==> src/hdl/hbc_consts.vh <==
// Command codes, field positions, reset values and keys for the host buffer control registers.
// Assumes it is included by bare name from the design file; definitions only.
`ifndef HBC_CONSTS_VH
`define HBC_CONSTS_VH

// ----------------------------------------------------------------
// Command codes
// ----------------------------------------------------------------
`define HBC_CMD_SCRATCH_RD 8'h28
`define HBC_CMD_SCRATCH_WR 8'ha8
`define HBC_CMD_SRESET_WR 8'ha9
`define HBC_CMD_BSTAT_RD 8'h2c
`define HBC_CMD_BSTAT_WR 8'hac
`define HBC_CMD_WINDOW_RD 8'h32
`define HBC_CMD_WINDOW_WR 8'hb2

// ----------------------------------------------------------------
// Buffer status field positions
// ----------------------------------------------------------------
`define HBC_BIT_ISO_A_FILLED 0
`define HBC_BIT_ISO_B_FILLED 1
`define HBC_BIT_PERIODIC_RUN 2
`define HBC_BIT_ASYNC_RUN 3
`define HBC_BIT_CLEAR_TOGGLE 4
`define HBC_BIT_ISO_A_IN_USE 5
`define HBC_BIT_ISO_B_IN_USE 6
`define HBC_BIT_ISO_A_DONE 8
`define HBC_BIT_ISO_B_DONE 9
`define HBC_BIT_DESC_HALF 10

// ----------------------------------------------------------------
// Window setup fields and reset values
// ----------------------------------------------------------------
`define HBC_WIN_BASE_MSB 14
`define HBC_WIN_COUNT_LSB 16
`define HBC_SCRATCH_RST 16'h0000
`define HBC_WINDOW_RST 32'h0000_0000
`define HBC_SRESET_KEY 16'h00f6

`endif

==> src/hdl/hbc_regs.v <==
// Host buffer control register bank: scratch word, keyed soft reset, buffer state flags and
// the direct window setup. Assumes a command-code port: the processor presents a command on
// cmd_valid, then one 16-bit data phase per data_valid (two for the window setup).
`timescale 1ns/1ps
`include "hbc_consts.vh"

module hbc_regs (
    // Clock and reset
    input wire clk,
    input wire srst,
    // Processor command port
    input wire cmd_valid,
    input wire [7:0] cmd_code,
    input wire data_valid,
    input wire [15:0] wr_data,
    output reg [15:0] rd_data,
    output reg rd_valid,
    // Transfer engine status
    input wire half_toggle,
    input wire iso_a_done_set,
    input wire iso_b_done_set,
    input wire iso_a_busy,
    input wire iso_b_busy,
    // Transfer engine controls
    output wire async_list_run,
    output wire periodic_list_run,
    output wire iso_a_filled,
    output wire iso_b_filled,
    output wire [14:0] window_base,
    output wire [15:0] window_byte_total,
    output wire soft_reset_pulse
);

    // ----------------------------------------------------------------
    // State
    // ----------------------------------------------------------------
    reg [7:0] cmd_q;
    reg phase_q;
    reg [15:0] scratch_word_q;
    reg [3:0] run_bits_q;
    reg clear_half_toggle_q;
    reg paired_desc_half_q;
    reg iso_a_consumed_q;
    reg iso_b_consumed_q;
    reg iso_a_in_use_q;
    reg iso_b_in_use_q;
    reg [31:0] direct_window_setup_q;
    reg soft_reset_q;
    wire any_reset;
    wire wr_phase;
    wire [15:0] status_word;
    wire scratch_wr;
    wire status_wr;
    wire window_lo_wr;
    wire window_hi_wr;
    wire half_clear;
    reg [15:0] rd_word_d;
    reg rd_hit_d;

    // A soft reset acts one cycle after the key write, so the write itself completes cleanly.
    assign any_reset = srst | soft_reset_q;
    assign wr_phase = data_valid & ~cmd_valid;
    assign soft_reset_pulse = soft_reset_q;

    // ----------------------------------------------------------------
    // Helpers
    // ----------------------------------------------------------------
    function wr_hit;
        input [7:0] cur;
        input [7:0] code;
        begin
            wr_hit = (cur == code);
        end
    endfunction

    // Read codes the bank answers; the key register and unknown codes get no answer at all.
    function rd_known;
        input [7:0] code;
        begin
            rd_known = (code == `HBC_CMD_SCRATCH_RD) | (code == `HBC_CMD_BSTAT_RD)
                       | (code == `HBC_CMD_WINDOW_RD);
        end
    endfunction

    function [15:0] window_half;
        input [31:0] word;
        input upper;
        begin
            window_half = upper ? word[31:16] : word[15:0];
        end
    endfunction

    // A done event wins over the rearm, so an event is never lost to a cleared filled bit in that cycle.
    function done_next;
        input cur;
        input fire;
        input filled;
        begin
            if (fire) begin
                done_next = 1'b1;
            end else if (!filled) begin
                done_next = 1'b0;
            end else begin
                done_next = cur;
            end
        end
    endfunction

    // ----------------------------------------------------------------
    // Phase decode
    // ----------------------------------------------------------------
    // Every register write needs a data phase under the stored command; a command code on
    // its own never changes a register.
    assign scratch_wr = wr_phase & wr_hit(cmd_q, `HBC_CMD_SCRATCH_WR);
    assign status_wr = wr_phase & wr_hit(cmd_q, `HBC_CMD_BSTAT_WR);
    assign window_lo_wr = wr_phase & wr_hit(cmd_q, `HBC_CMD_WINDOW_WR) & ~phase_q;
    assign window_hi_wr = wr_phase & wr_hit(cmd_q, `HBC_CMD_WINDOW_WR) & phase_q;
    // Only a 0 to 1 step of stored bit 4 clears the half flag, and only while the
    // asynchronous list is stopped, so a running list never loses its place.
    assign half_clear = status_wr & wr_data[`HBC_BIT_CLEAR_TOGGLE] & ~clear_half_toggle_q
                        & ~run_bits_q[`HBC_BIT_ASYNC_RUN];

    // ----------------------------------------------------------------
    // Command tracking
    // ----------------------------------------------------------------
    always @(posedge clk) begin
        if (srst) begin
            cmd_q <= 8'h00;
            phase_q <= 1'b0;
        end else if (cmd_valid) begin
            cmd_q <= cmd_code;
            phase_q <= 1'b0;
        end else if (data_valid) begin
            // Further phases repeat the stored command; the phase bit alternates, so a run of
            // window phases walks lower half, upper half, lower half again.
            phase_q <= ~phase_q;
        end
    end

    // ----------------------------------------------------------------
    // Soft reset
    // ----------------------------------------------------------------
    // The key must match in all sixteen bits; any other value under the key code is dropped.
    always @(posedge clk) begin
        if (srst) begin
            soft_reset_q <= 1'b0;
        end else begin
            soft_reset_q <= wr_phase & wr_hit(cmd_q, `HBC_CMD_SRESET_WR)
                            & (wr_data == `HBC_SRESET_KEY);
        end
    end

    // ----------------------------------------------------------------
    // Writable registers
    // ----------------------------------------------------------------
    always @(posedge clk) begin
        if (any_reset) begin
            scratch_word_q <= `HBC_SCRATCH_RST;
        end else if (scratch_wr) begin
            scratch_word_q <= wr_data;
        end
    end

    always @(posedge clk) begin
        if (any_reset) begin
            run_bits_q <= 4'h0;
            clear_half_toggle_q <= 1'b0;
        end else if (status_wr) begin
            run_bits_q <= wr_data[3:0];
            clear_half_toggle_q <= wr_data[`HBC_BIT_CLEAR_TOGGLE];
        end
    end

    always @(posedge clk) begin
        if (any_reset) begin
            direct_window_setup_q <= `HBC_WINDOW_RST;
        end else begin
            if (window_lo_wr) begin
                // Bit 15 is reserved and never stored.
                direct_window_setup_q[14:0] <= wr_data[14:0];
            end
            if (window_hi_wr) begin
                direct_window_setup_q[31:16] <= wr_data;
            end
        end
    end

    // ----------------------------------------------------------------
    // Hardware-set status
    // ----------------------------------------------------------------
    always @(posedge clk) begin
        if (any_reset) begin
            iso_a_in_use_q <= 1'b0;
            iso_b_in_use_q <= 1'b0;
        end else begin
            // The busy levels are registered, so the status word shows them one cycle late.
            iso_a_in_use_q <= iso_a_busy;
            iso_b_in_use_q <= iso_b_busy;
        end
    end

    // Done flags clear while their filled bit is 0 and no done event arrives: clearing a buffer's filled bit rearms its flag.
    always @(posedge clk) begin
        if (any_reset) begin
            iso_a_consumed_q <= 1'b0;
        end else begin
            iso_a_consumed_q <= done_next(iso_a_consumed_q, iso_a_done_set,
                                          run_bits_q[`HBC_BIT_ISO_A_FILLED]);
        end
    end

    always @(posedge clk) begin
        if (any_reset) begin
            iso_b_consumed_q <= 1'b0;
        end else begin
            iso_b_consumed_q <= done_next(iso_b_consumed_q, iso_b_done_set,
                                          run_bits_q[`HBC_BIT_ISO_B_FILLED]);
        end
    end

    // A clear beats a toggle in the same cycle, so software always restarts on the first half.
    always @(posedge clk) begin
        if (any_reset) begin
            paired_desc_half_q <= 1'b0;
        end else if (half_clear) begin
            paired_desc_half_q <= 1'b0;
        end else if (half_toggle) begin
            paired_desc_half_q <= ~paired_desc_half_q;
        end
    end

    // ----------------------------------------------------------------
    // Read path
    // ----------------------------------------------------------------
    assign status_word = {5'h00, paired_desc_half_q, iso_b_consumed_q, iso_a_consumed_q,
                          1'b0, iso_b_in_use_q, iso_a_in_use_q, clear_half_toggle_q,
                          run_bits_q};

    // Reads are decoded here and registered once, so rd_data and rd_valid come from flip-flops.
    always @* begin
        rd_word_d = 16'h0000;
        rd_hit_d = rd_known(cmd_q);
        case (cmd_q)
            `HBC_CMD_SCRATCH_RD: begin
                rd_word_d = scratch_word_q;
            end
            `HBC_CMD_BSTAT_RD: begin
                rd_word_d = status_word;
            end
            `HBC_CMD_WINDOW_RD: begin
                rd_word_d = window_half(direct_window_setup_q, phase_q);
            end
            default: begin
                rd_word_d = 16'h0000;
            end
        endcase
    end

    always @(posedge clk) begin
        if (any_reset) begin
            rd_data <= 16'h0000;
            rd_valid <= 1'b0;
        end else begin
            rd_valid <= wr_phase & rd_hit_d;
            if (wr_phase & rd_hit_d) begin
                rd_data <= rd_word_d;
            end
        end
    end

    // ----------------------------------------------------------------
    // Engine controls
    // ----------------------------------------------------------------
    // The run and filled levels come straight from the stored bits, so the engines see a
    // status write in the cycle after its data phase.
    assign async_list_run = run_bits_q[`HBC_BIT_ASYNC_RUN];
    assign periodic_list_run = run_bits_q[`HBC_BIT_PERIODIC_RUN];
    assign iso_b_filled = run_bits_q[`HBC_BIT_ISO_B_FILLED];
    assign iso_a_filled = run_bits_q[`HBC_BIT_ISO_A_FILLED];
    // The data port engine reads these as its start point and length.
    assign window_base = direct_window_setup_q[`HBC_WIN_BASE_MSB:0];
    assign window_byte_total = direct_window_setup_q[31:`HBC_WIN_COUNT_LSB];

endmodule // hbc_regs

==> config.mk <==
export PLATFORM = sky130hd
export DESIGN_NAME = hbc_regs
export DESIGN_NICKNAME = d
export VERILOG_FILES = /design/src/hdl/hbc_regs.v
export VERILOG_INCLUDE_DIRS = /design/src /design/src/hdl
export SDC_FILE = /design/constraint.sdc
export NUM_CORES = 1
export LEC_CHECK = 0
export ABC_AREA = 1
export BUFFER_PORTS_ARGS = -buffer_cell sky130_fd_sc_hd__buf_4
export CAP_MARGIN = 25
export CORE_AREA = 2 2 91 93
export DETAILED_ROUTE_END_ITERATION = 7
export DIE_AREA = 0 0 93 95
export PLACE_DENSITY = 0.77
export SLEW_MARGIN = 20
export SYNTH_ARGS = -nofsm -noshare
export SYNTH_HDL_FRONTEND = slang
export SYNTH_SLANG_ARGS = --single-unit
==> constraint.sdc <==
create_clock -name clk -period 1.17 [get_ports clk]
set_input_delay 0.0585 -clock clk [delete_from_list [all_inputs] [get_ports clk]]
set_output_delay 0.0585 -clock clk [all_outputs]
set_load 0.03 [all_outputs]
==> results.yml, run 1 <==
status:
  outcome: "complete, but fails checks"
  violations: "setup timing"
clocking:
  tritoncts: "yes"
  cts_root_buf: "clkbuf_8"
  htreeDepth: 3
  clockBufferDepth: 2
  numCtsBuffers: 9
  clk_pin_slew_ns: 0.09
  insertion_delay_ns: 0.37
  cts_num_sinks: 84
timing:
  hold_violations: 0
  rsz0062_at_grt: "yes"
  whs_ns: 0.0346
  fmax_mhz: 698
  min_period_over_period: 1.22
  layout_setup_ws_ns: -0.262
  clock_skew_ns: 0.0151
  setup_viol_count_final: 70
  worst_pin_slew_ns: 0.395
  fin_crit_ns: 1.43
  maxSlewViolCount: 0
  slew_headroom: 0.734
logic_synthesis:
  ys_warn_count: 0
  synth_nets: 579
  yosysSeqAreaShare: 0.454
  synth_edf_count: 0
  synthFlopType: "dfxtp_1"
  netlist.area_leader.share: 0.454
  yosysMostFrequentCell: "nor2_1"
  synth_area_leaders: "dfxtp_1 (45%), nor2_1 (15%), nand2_1 (11%), o21ai_0 (7.3%), nand3_1 (6.6%)"
  synth_cell_type_count: 25
  ys_seq_elements: 84
  synth_commonest_cells: "nor2_1 (145), nand2_1 (104), dfxtp_1 (84), o21ai_0 (54), nand3_1 (49)"
  avgSynthCellArea_um2: 6.78
  async_flop_share: 0
  synth.largest_area_cell: "dfxtp_1"
  syn_area_um2: 3700
  netlist_instances: 546
worst_setup_path:
  crit_type: "flip-flop to flip-flop"
  crit_path_max_incr_delay_ns: 0.35
  cp-start-kind: "flip-flop"
  path_buf_inv: 2
  cp_cell_sequence: "inv_4, nand2_4, nor2_4, nand2_2, nand3_4, nand2_8, clkbuf_16, nand2_2, nand2_1, nor2_1"
  cpMostUsedCell: "nand2_2"
  crit_path_max_fanout: 8
  crit_path_end_kind: "flip-flop"
  worstPathArrival_ns: 1.74
  crit_slowest_cell: "dfxtp_2"
  cp_top_family: "simple AND/OR/NAND/NOR gates"
  cp.required_ns: 1.47
finish:
  seqCellArea_um2: 1700
  multi_input_area_um2: 2210
  fin_nets: 728
  finalCoreUtilization: 0.756
  nFillCells: 550
  num_antenna_cells: 0
  drive_above_1_share: 0.409
  area_growth_pct: 62.0
global_routing:
  grt_first_pass_wirelength_mm: 19.1
  grt_max_degree: 39
  grt_pass1_vias: 3950
  gr-usage-all-layers: 0.278
  antenna_found_initial: 0
  gr-total-overflow: 0
power_and_ir_drop:
  ir_drop_v: 0.000747
  leakage_nw: 2.70
  finalPower_mw: 5.81
  p_per_area_nw_per_um2: 969
route:
  firstDrtPassIters: 5
  drt_first_iter_violations: 217
  viasPerCell: 5.25
  wl_per_cell_um: 15.7
  drc_errors: 0
  antenna_left: 0
  via_count: 4230
  totalWireLength_mm: 12.7
die:
  core_um2: 7930
  die_area_um2: 8840
  die_x_um: 93
  start_util: 0.467
  ios: 86
  dieHeight_um: 95
  rows: 33
hold_path:
  hp-class: "primary input to flip-flop"
placed_design:
  place_congestion: 0.873
  place_hpwl_mm: 7.67
  io_buffer_count: 85
  dpl_worst_slack_ns: -0.217
flow_run:
  maxCapViolations: 0
==> metrics by stage <==
step	setup TNS, ns	cells	instance area, um^2
floorplan	-1.50	546	3760
global placement	-6.21	743	4700
detailed placement	-9.85	743	4700
CTS	-9.20	799	5550
global route	-17.30	805	6000
finish	-12.93	805	6000
==> cells by family after synthesis <==
group	after synthesis	synth area share
xor gates and xnor gates	1	0.00237
and+or+nand+nor	317	0.359
DFF	84	0.454
buffers and inverters	70	0.0845
AOI/OAI and AO/OA	74	0.100
==> power breakdown <==
group | leakage [nW] | switching [mW] | internal [mW]
logic | 1.93 | 0.412 | 0.352
clock network | 0.0935 | 1.11 | 1.01
registers | 0.683 | 0.0357 | 2.89
total | 2.70 | 1.56 | 4.25
==> worst reg2reg max path, stage by stage, from the launching register on <==
cell and delay, ns:
dfxtp_2 0.35, inv_4 0.08, nand2_4 0.07, nor2_4 0.16, nand2_2 0.10, nand3_4 0.11
nand2_8 0.11, clkbuf_16 0.19, nand2_2 0.05, nand2_1 0.06, nor2_1 0.10
==> layer usage <==
layer	routed length [um]	global-route usage	part of all wire	vias up
met4	281	0.118	0.022	0
met1	5210	0.361	0.41	1981
met5	0	0	0	-
met2	6420	0.467	0.51	190
li1	-	-	-	2036
met3	755	0.0351	0.060	23
==> flip-flops by register name (all words and copies together) (netlist names), 4 cells and up <==
name,flops
cmd_q,8
direct_window_setup_q,31
rd_data,16
run_bits_q,4
scratch_word_q,16
==> final timing paths <==
| check | startpoint | end | slack, ns | cells after the start |
|---|---|---|---|---|
| max | cmd_q[6] | rd_data[6] | -0.26 | 10 |
| min | cmd_code[6] | cmd_q[6] | 0.03 | 3 |
| max reg2reg | cmd_q[6] | rd_data[6] | -0.26 | 10 |
| min reg2reg | scratch_word_q[3] | scratch_word_q[3] | 0.49 | 2 |
==> timing repair <==
item | in CTS | in global routing
endpoints found under the hold margin | 46 | 0
setup buffers | 9 | 3
hold buffers | 30 | 0
gates cloned | 2 | 4
pin swaps | 21 | 26
gates resized for setup | 92 | 103
endpoints found under the setup margin | 70 | 71
==> placed cells by master (no fill, tap or decap), drive strengths merged <==
cell,Yosys,layout
inv,44,45
xnor2,1,1
nor4,2,2
o21ai,63,63
or2,1,1
buf,16,130
dfxtp,84,84
bufinv,0,1
clkinv,0,1
nand2,108,108
clkbuf,10,14
dlygate4sd3,0,30
nor2,148,148
nor3,3,3
clkinvlp,0,3
nand4,3,3
nand3,52,52
a21oi,11,11
==> area by class of cell <==
| cell class | instances | share of cell area |
|---|---|---|
| clock inverters | 6 | 0.0119 |
| flip-flops and latches | 84 | 0.283 |
| inverters | 44 | 0.0319 |
| well taps | 105 | 0.0219 |
| repair buffers | 164 | 0.260 |
| clock buffers | 10 | 0.0213 |
| multi-input cells | 392 | 0.369 |
Note: power is estimated with default switching activity, not from simulation.
==> run 2: changes to the inputs <==
- CORE_AREA: 2 2 91 93 -> 2 2 105 82
- DIE_AREA: 0 0 93 95 -> 0 0 107 84
- PLACE_DENSITY: 0.77 -> 0.76
==> results.yml, run 2 (synthesis gave the netlist of run 1 again) <==
status:
  outcome: "complete, but fails checks"
  violations: "hold timing, setup timing"
route:
  drt_first_iter_violations: 353
  wl_per_cell_um: 16.2
  totalWireLength_mm: 13.1
  firstDrtPassIters: 5
  via_count: 4296
  drc_errors: 0
  viasPerCell: 5.34
  antenna_left: 0
die:
  core_um2: 8090
  start_util: 0.457
  ios: 86
  die_x_um: 107
  rows: 29
  dieHeight_um: 84
  die_area_um2: 8990
placed_design:
  dp_cells: 749
  io_buffer_count: 85
  place_hpwl_mm: 7.94
  place_congestion: 0.894
  dpl_worst_slack_ns: -0.217
timing:
  rsz0062_at_grt: "yes"
  fin_crit_ns: 1.54
  clock_skew_ns: 0.00892
  tns_ns: -17.05
  layout_setup_ws_ns: -0.373
  slew_headroom: 0.643
  fmax_mhz: 648
  hold_violations: 1
  whs_ns: -0.00270
  worst_pin_slew_ns: 0.530
  min_period_over_period: 1.32
  maxSlewViolCount: 0
  setup_viol_count_final: 71
clocking:
  clockBufferDepth: 2
  tritoncts: "yes"
  numCtsBuffers: 9
  cts_root_buf: "clkbuf_8"
  insertion_delay_ns: 0.36
  cts_num_sinks: 84
  htreeDepth: 3
  clk_pin_slew_ns: 0.08
flow_run:
  maxCapViolations: 0
finish:
  reg_top3: "direct_window_setup_q: 31 flops, rd_data: 16 flops, scratch_word_q: 16 flops"
  area_growth_pct: 55.1
  layout_common_cells: "nor2_1 (122), buf_4 (111), nand2_1 (92)"
  largest_reg_flops: 31
  fin_cells: 805
  num_antenna_cells: 0
  nFillCells: 584
  layout_commonest_cell: "nor2_1"
  regMostFlops: "direct_window_setup_q"
  fin_nets: 727
  drive_above_1_share: 0.364
global_routing:
  grt_first_pass_wirelength_mm: 19.1
  gr-total-overflow: 0
  antenna_found_initial: 0
  gr-usage-all-layers: 0.272
  grt_max_degree: 34
  grt_pass1_vias: 3943
worst_setup_path:
  worstPathArrival_ns: 1.80
  cp-start-kind: "flip-flop"
  crit_path_max_fanout: 7
  crit_path_end_kind: "flip-flop"
  crit_type: "flip-flop to flip-flop"
  cp.required_ns: 1.43
power_and_ir_drop:
  leakage_nw: 2.70
  finalPower_mw: 6.06
  ir_drop_v: 0.000586
  p_per_area_nw_per_um2: 1060
hold_path:
  hp-class: "primary input to flip-flop"
run 2: changes by cell type in the layout (fill, tap and decap cells not counted), sizes merged:
cell | previous run | this run
clkinvlp | 3 | 1
clkinv | 1 | 3
bufinv | 1 | 3
inv | 45 | 43
dlygate4sd3 | 30 | 29
clkbuf | 14 | 11
buf | 130 | 131
run 2: cell type report:
class | count | area, um^2 | share of cell area
clock buffer | 9 | 124 | 0.0216
clock inverter | 5 | 103 | 0.0179
inverter | 44 | 188 | 0.0327
multi-input combinational | 392 | 2050 | 0.357
sequential | 84 | 1690 | 0.295
tap | 108 | 135 | 0.0235
timing repair buffer | 162 | 1440 | 0.250
timing repair inverter | 1 | 16.3 | 0.00283
run 2: metal layers:
metal,routed length [um],up-vias,track usage
met1,5260,1964,0.358
li1,-,2025,-
met3,1220,60,0.0757
met5,0,-,0
met4,585,0,0.125
met2,6010,247,0.414
run 2: what timing repair did:
item                                   4_1_cts  5_1_grt
gates resized for setup                     67       84
hold buffers                                29        0
gates cloned                                 0        5
pin swaps                                   11       15
setup endpoints to repair                   70       71
setup buffers                                2        6
endpoints found under the hold margin       38        0
run 2: final timing paths:
path | startpoint | end | slack, ns | depth (start not counted)
min | cmd_code[6] | cmd_q[6] | -0.003 | 3
min reg2reg | scratch_word_q[8] | scratch_word_q[8] | 0.48 | 2
max reg2reg | cmd_q[0] | direct_window_setup_q[24] | -0.37 | 8
max | cmd_q[0] | direct_window_setup_q[24] | -0.37 | 8
run 2: power breakdown:
part	internal, mW	total (mW)	switching (mW)
combinational	0.309	0.700	0.391
clock	1.39	2.43	1.04
sequential	2.89	2.93	0.0343
total	4.59	6.06	1.46
run 2: worst max-delay path, cell delays in order, from the launching register on:
cell     delay, ns
dfxtp_2       0.33
inv_4         0.08
nand2_4       0.07
nor3_4        0.30
buf_4         0.18
nand3_4       0.12
buf_6         0.18
o21ai_2       0.12
nor2_1        0.06
run 2: metrics by stage:
stage           util  area [um^2]
6_report       0.710         5740
5_1_grt        0.710         5740
4_1_cts        0.666         5390
3_5_place_dp   0.577         4670
3_3_place_gp   0.577         4670
2_1_floorplan      -         3760
==> run 3: changes to the inputs <==
- GPL_TIMING_DRIVEN: default -> 0
- PLACE_DENSITY: 0.76 -> 0.82
==> results.yml, run 3 (synthesis gave the netlist of run 1 again) <==
finish:
  reg_top3: "direct_window_setup_q: 31 flops, rd_data: 16 flops, scratch_word_q: 16 flops"
  layout_commonest_cell: "nor2_1"
  layout_common_cells: "nor2_1 (114), buf_4 (98), nand2_1 (90)"
  regMostFlops: "direct_window_setup_q"
  finalInstanceArea_um2: 5800
  multi_input_area_um2: 2140
  nFillCells: 543
  area_growth_pct: 56.8
  largest_reg_flops: 31
  seqCellArea_um2: 1700
  num_antenna_cells: 0
  drive_above_1_share: 0.383
  fin_nets: 727
global_routing:
  grt_max_degree: 15
  grtUsageMet2: 0.460
  grt_pass1_vias: 4135
  grt_use_met3: 0.0632
  top_usage_layer: "met2"
  gr-usage-all-layers: 0.293
  grt_util_met1: 0.392
  grt_first_pass_wirelength_mm: 20.6
  antenna_found_initial: 0
  gr-total-overflow: 0
die:
  die_x_um: 107
  ios: 86
  dieHeight_um: 84
  start_util: 0.457
  die_area_um2: 8990
  rows: 29
  core_um2: 8090
worst_setup_path:
  startpoint: "cmd_q[0]"
  worstPathArrival_ns: 1.79
  cp_cell_sequence: "inv_4, nand2_4, nor3_4, nand3_4, inv_4, buf_8, nor2_1, nor2_1"
  cp_top_family: "simple AND/OR/NAND/NOR gates"
  cp.depth: 8
  r2r-start: "cmd_q[0]"
  crit_path_end_kind: "flip-flop"
  regToRegSetupSlack_ns: -0.32
  cp-start-kind: "flip-flop"
  crit_path_max_incr_delay_ns: 0.34
  r2r_end: "direct_window_setup_q[0]"
  path_buf_inv: 3
  rr_worst_depth: 8
  crit_type: "flip-flop to flip-flop"
  cp.required_ns: 1.47
  crit_path_max_fanout: 10
  crit_slowest_cell: "dfxtp_2"
clocking:
  cts_root_buf: "clkbuf_8"
  insertion_delay_ns: 0.37
  tritoncts: "yes"
  numCtsBuffers: 9
  cts_num_sinks: 84
  clockBufferDepth: 2
  clk_pin_slew_ns: 0.09
  htreeDepth: 3
timing:
  whs_ns: -0.00522
  hold_violations: 2
  min_period_over_period: 1.27
  layout_setup_ws_ns: -0.315
  setup_viol_count_final: 70
  rsz0062_at_grt: "yes"
  worst_pin_slew_ns: 0.456
  clock_skew_ns: 0.0109
  maxSlewViolCount: 0
  fin_crit_ns: 1.49
  tns_ns: -15.14
  slew_headroom: 0.695
  fmax_mhz: 673
route:
  via_count: 4512
  antenna_left: 0
  wl_per_cell_um: 17.7
  drc_errors: 0
  drt_first_iter_violations: 558
  totalWireLength_mm: 14.3
  viasPerCell: 5.59
  firstDrtPassIters: 6
hold_path:
  hp-class: "primary input to flip-flop"
  hold_depth: 4
  holdPathEnd: "paired_desc_half_q"
  min_from: "half_toggle"
placed_design:
  placed_area_um2: 4530
  place_congestion: 0.885
  io_buffer_count: 85
  place_hpwl_mm: 8.07
power_and_ir_drop:
  finalPower_mw: 6.02
  ir_drop_v: 0.000655
  leakage_nw: 2.70
  p_per_area_nw_per_um2: 1040
status:
  outcome: "complete, but fails checks"
  violations: "hold timing, setup timing"
flow_run:
  maxCapViolations: 0
[run 3: cell count changes in the layout (fill, tap and decap cells not counted), moves of 4 or more]
cell           before  now
clkbuf_8            9   13
o21ai_1            13    9
o21ai_2            36   31
dlygate4sd3_1      29   25
o21ai_0            13   20
buf_4             111   98
nor2_1            122  114
nor2_2             14   20
clkbuf_2            0    4
[run 3: layout make-up]
cell class	count	area share
Buffer	26	0.0431
Clock buffer	10	0.0237
Clock inverter	6	0.0151
Inverter	44	0.0319
Multi-Input combinational cell	393	0.369
Sequential cell	84	0.292
Tap cell	108	0.0233
Timing Repair Buffer	136	0.202
[run 3: tightest hold or removal path, cell delays in order]
cell and delay, ns:
buf_4 0.09, a21oi_1 0.08, o21ai_2 0.05, inv_1 0.03
[run 3: what timing repair did]
action,CTS,global route
buffers inserted,14,5
hold buffers,25,0
hold endpoints to repair,39,0
pin swaps,20,14
setup endpoints to repair,74,74
gates resized for setup,122,70
cloned,7,1
[run 3: worst max path at each step]
stage	slack, ns	to
6_report	-0.32	direct_window_setup_q[0]
5_1_grt	-0.35	direct_window_setup_q[30]
4_1_cts	-0.21	direct_window_setup_q[27]
3_5_place_dp	-0.32	direct_window_setup_q[22]
3_3_place_gp	-0.31	run_bits_q[1]
2_1_floorplan	-0.05	direct_window_setup_q[21]
[run 3: where the power goes]
| part | switching [mW] | total [mW] | internal [mW] |
|---|---|---|---|
| Clock | 1.14 | 2.40 | 1.26 |
| Combinational | 0.410 | 0.692 | 0.282 |
| Sequential | 0.0335 | 2.93 | 2.89 |
| Total | 1.58 | 6.02 | 4.44 |
[run 3: per-stage QoR]
stage           util  hold WS (ns)  setup slack (ns)  std cells
5_1_grt        0.717        0.0108            -0.355        807
3_3_place_gp   0.560         0.249            -0.310        739
6_report       0.717      -0.00522            -0.315        807
3_5_place_dp   0.560         0.253            -0.321        739
4_1_cts        0.683     0.0000351            -0.214        801
2_1_floorplan      -         0.135           -0.0477        546
[run 3: per-layer routing]
metal / vias to the layer above / wire [um]
li1: 2028 / -
met1: 2051 / 5650
met2: 352 / 6510
met3: 81 / 1490
met4: 0 / 668
met5: - / 0
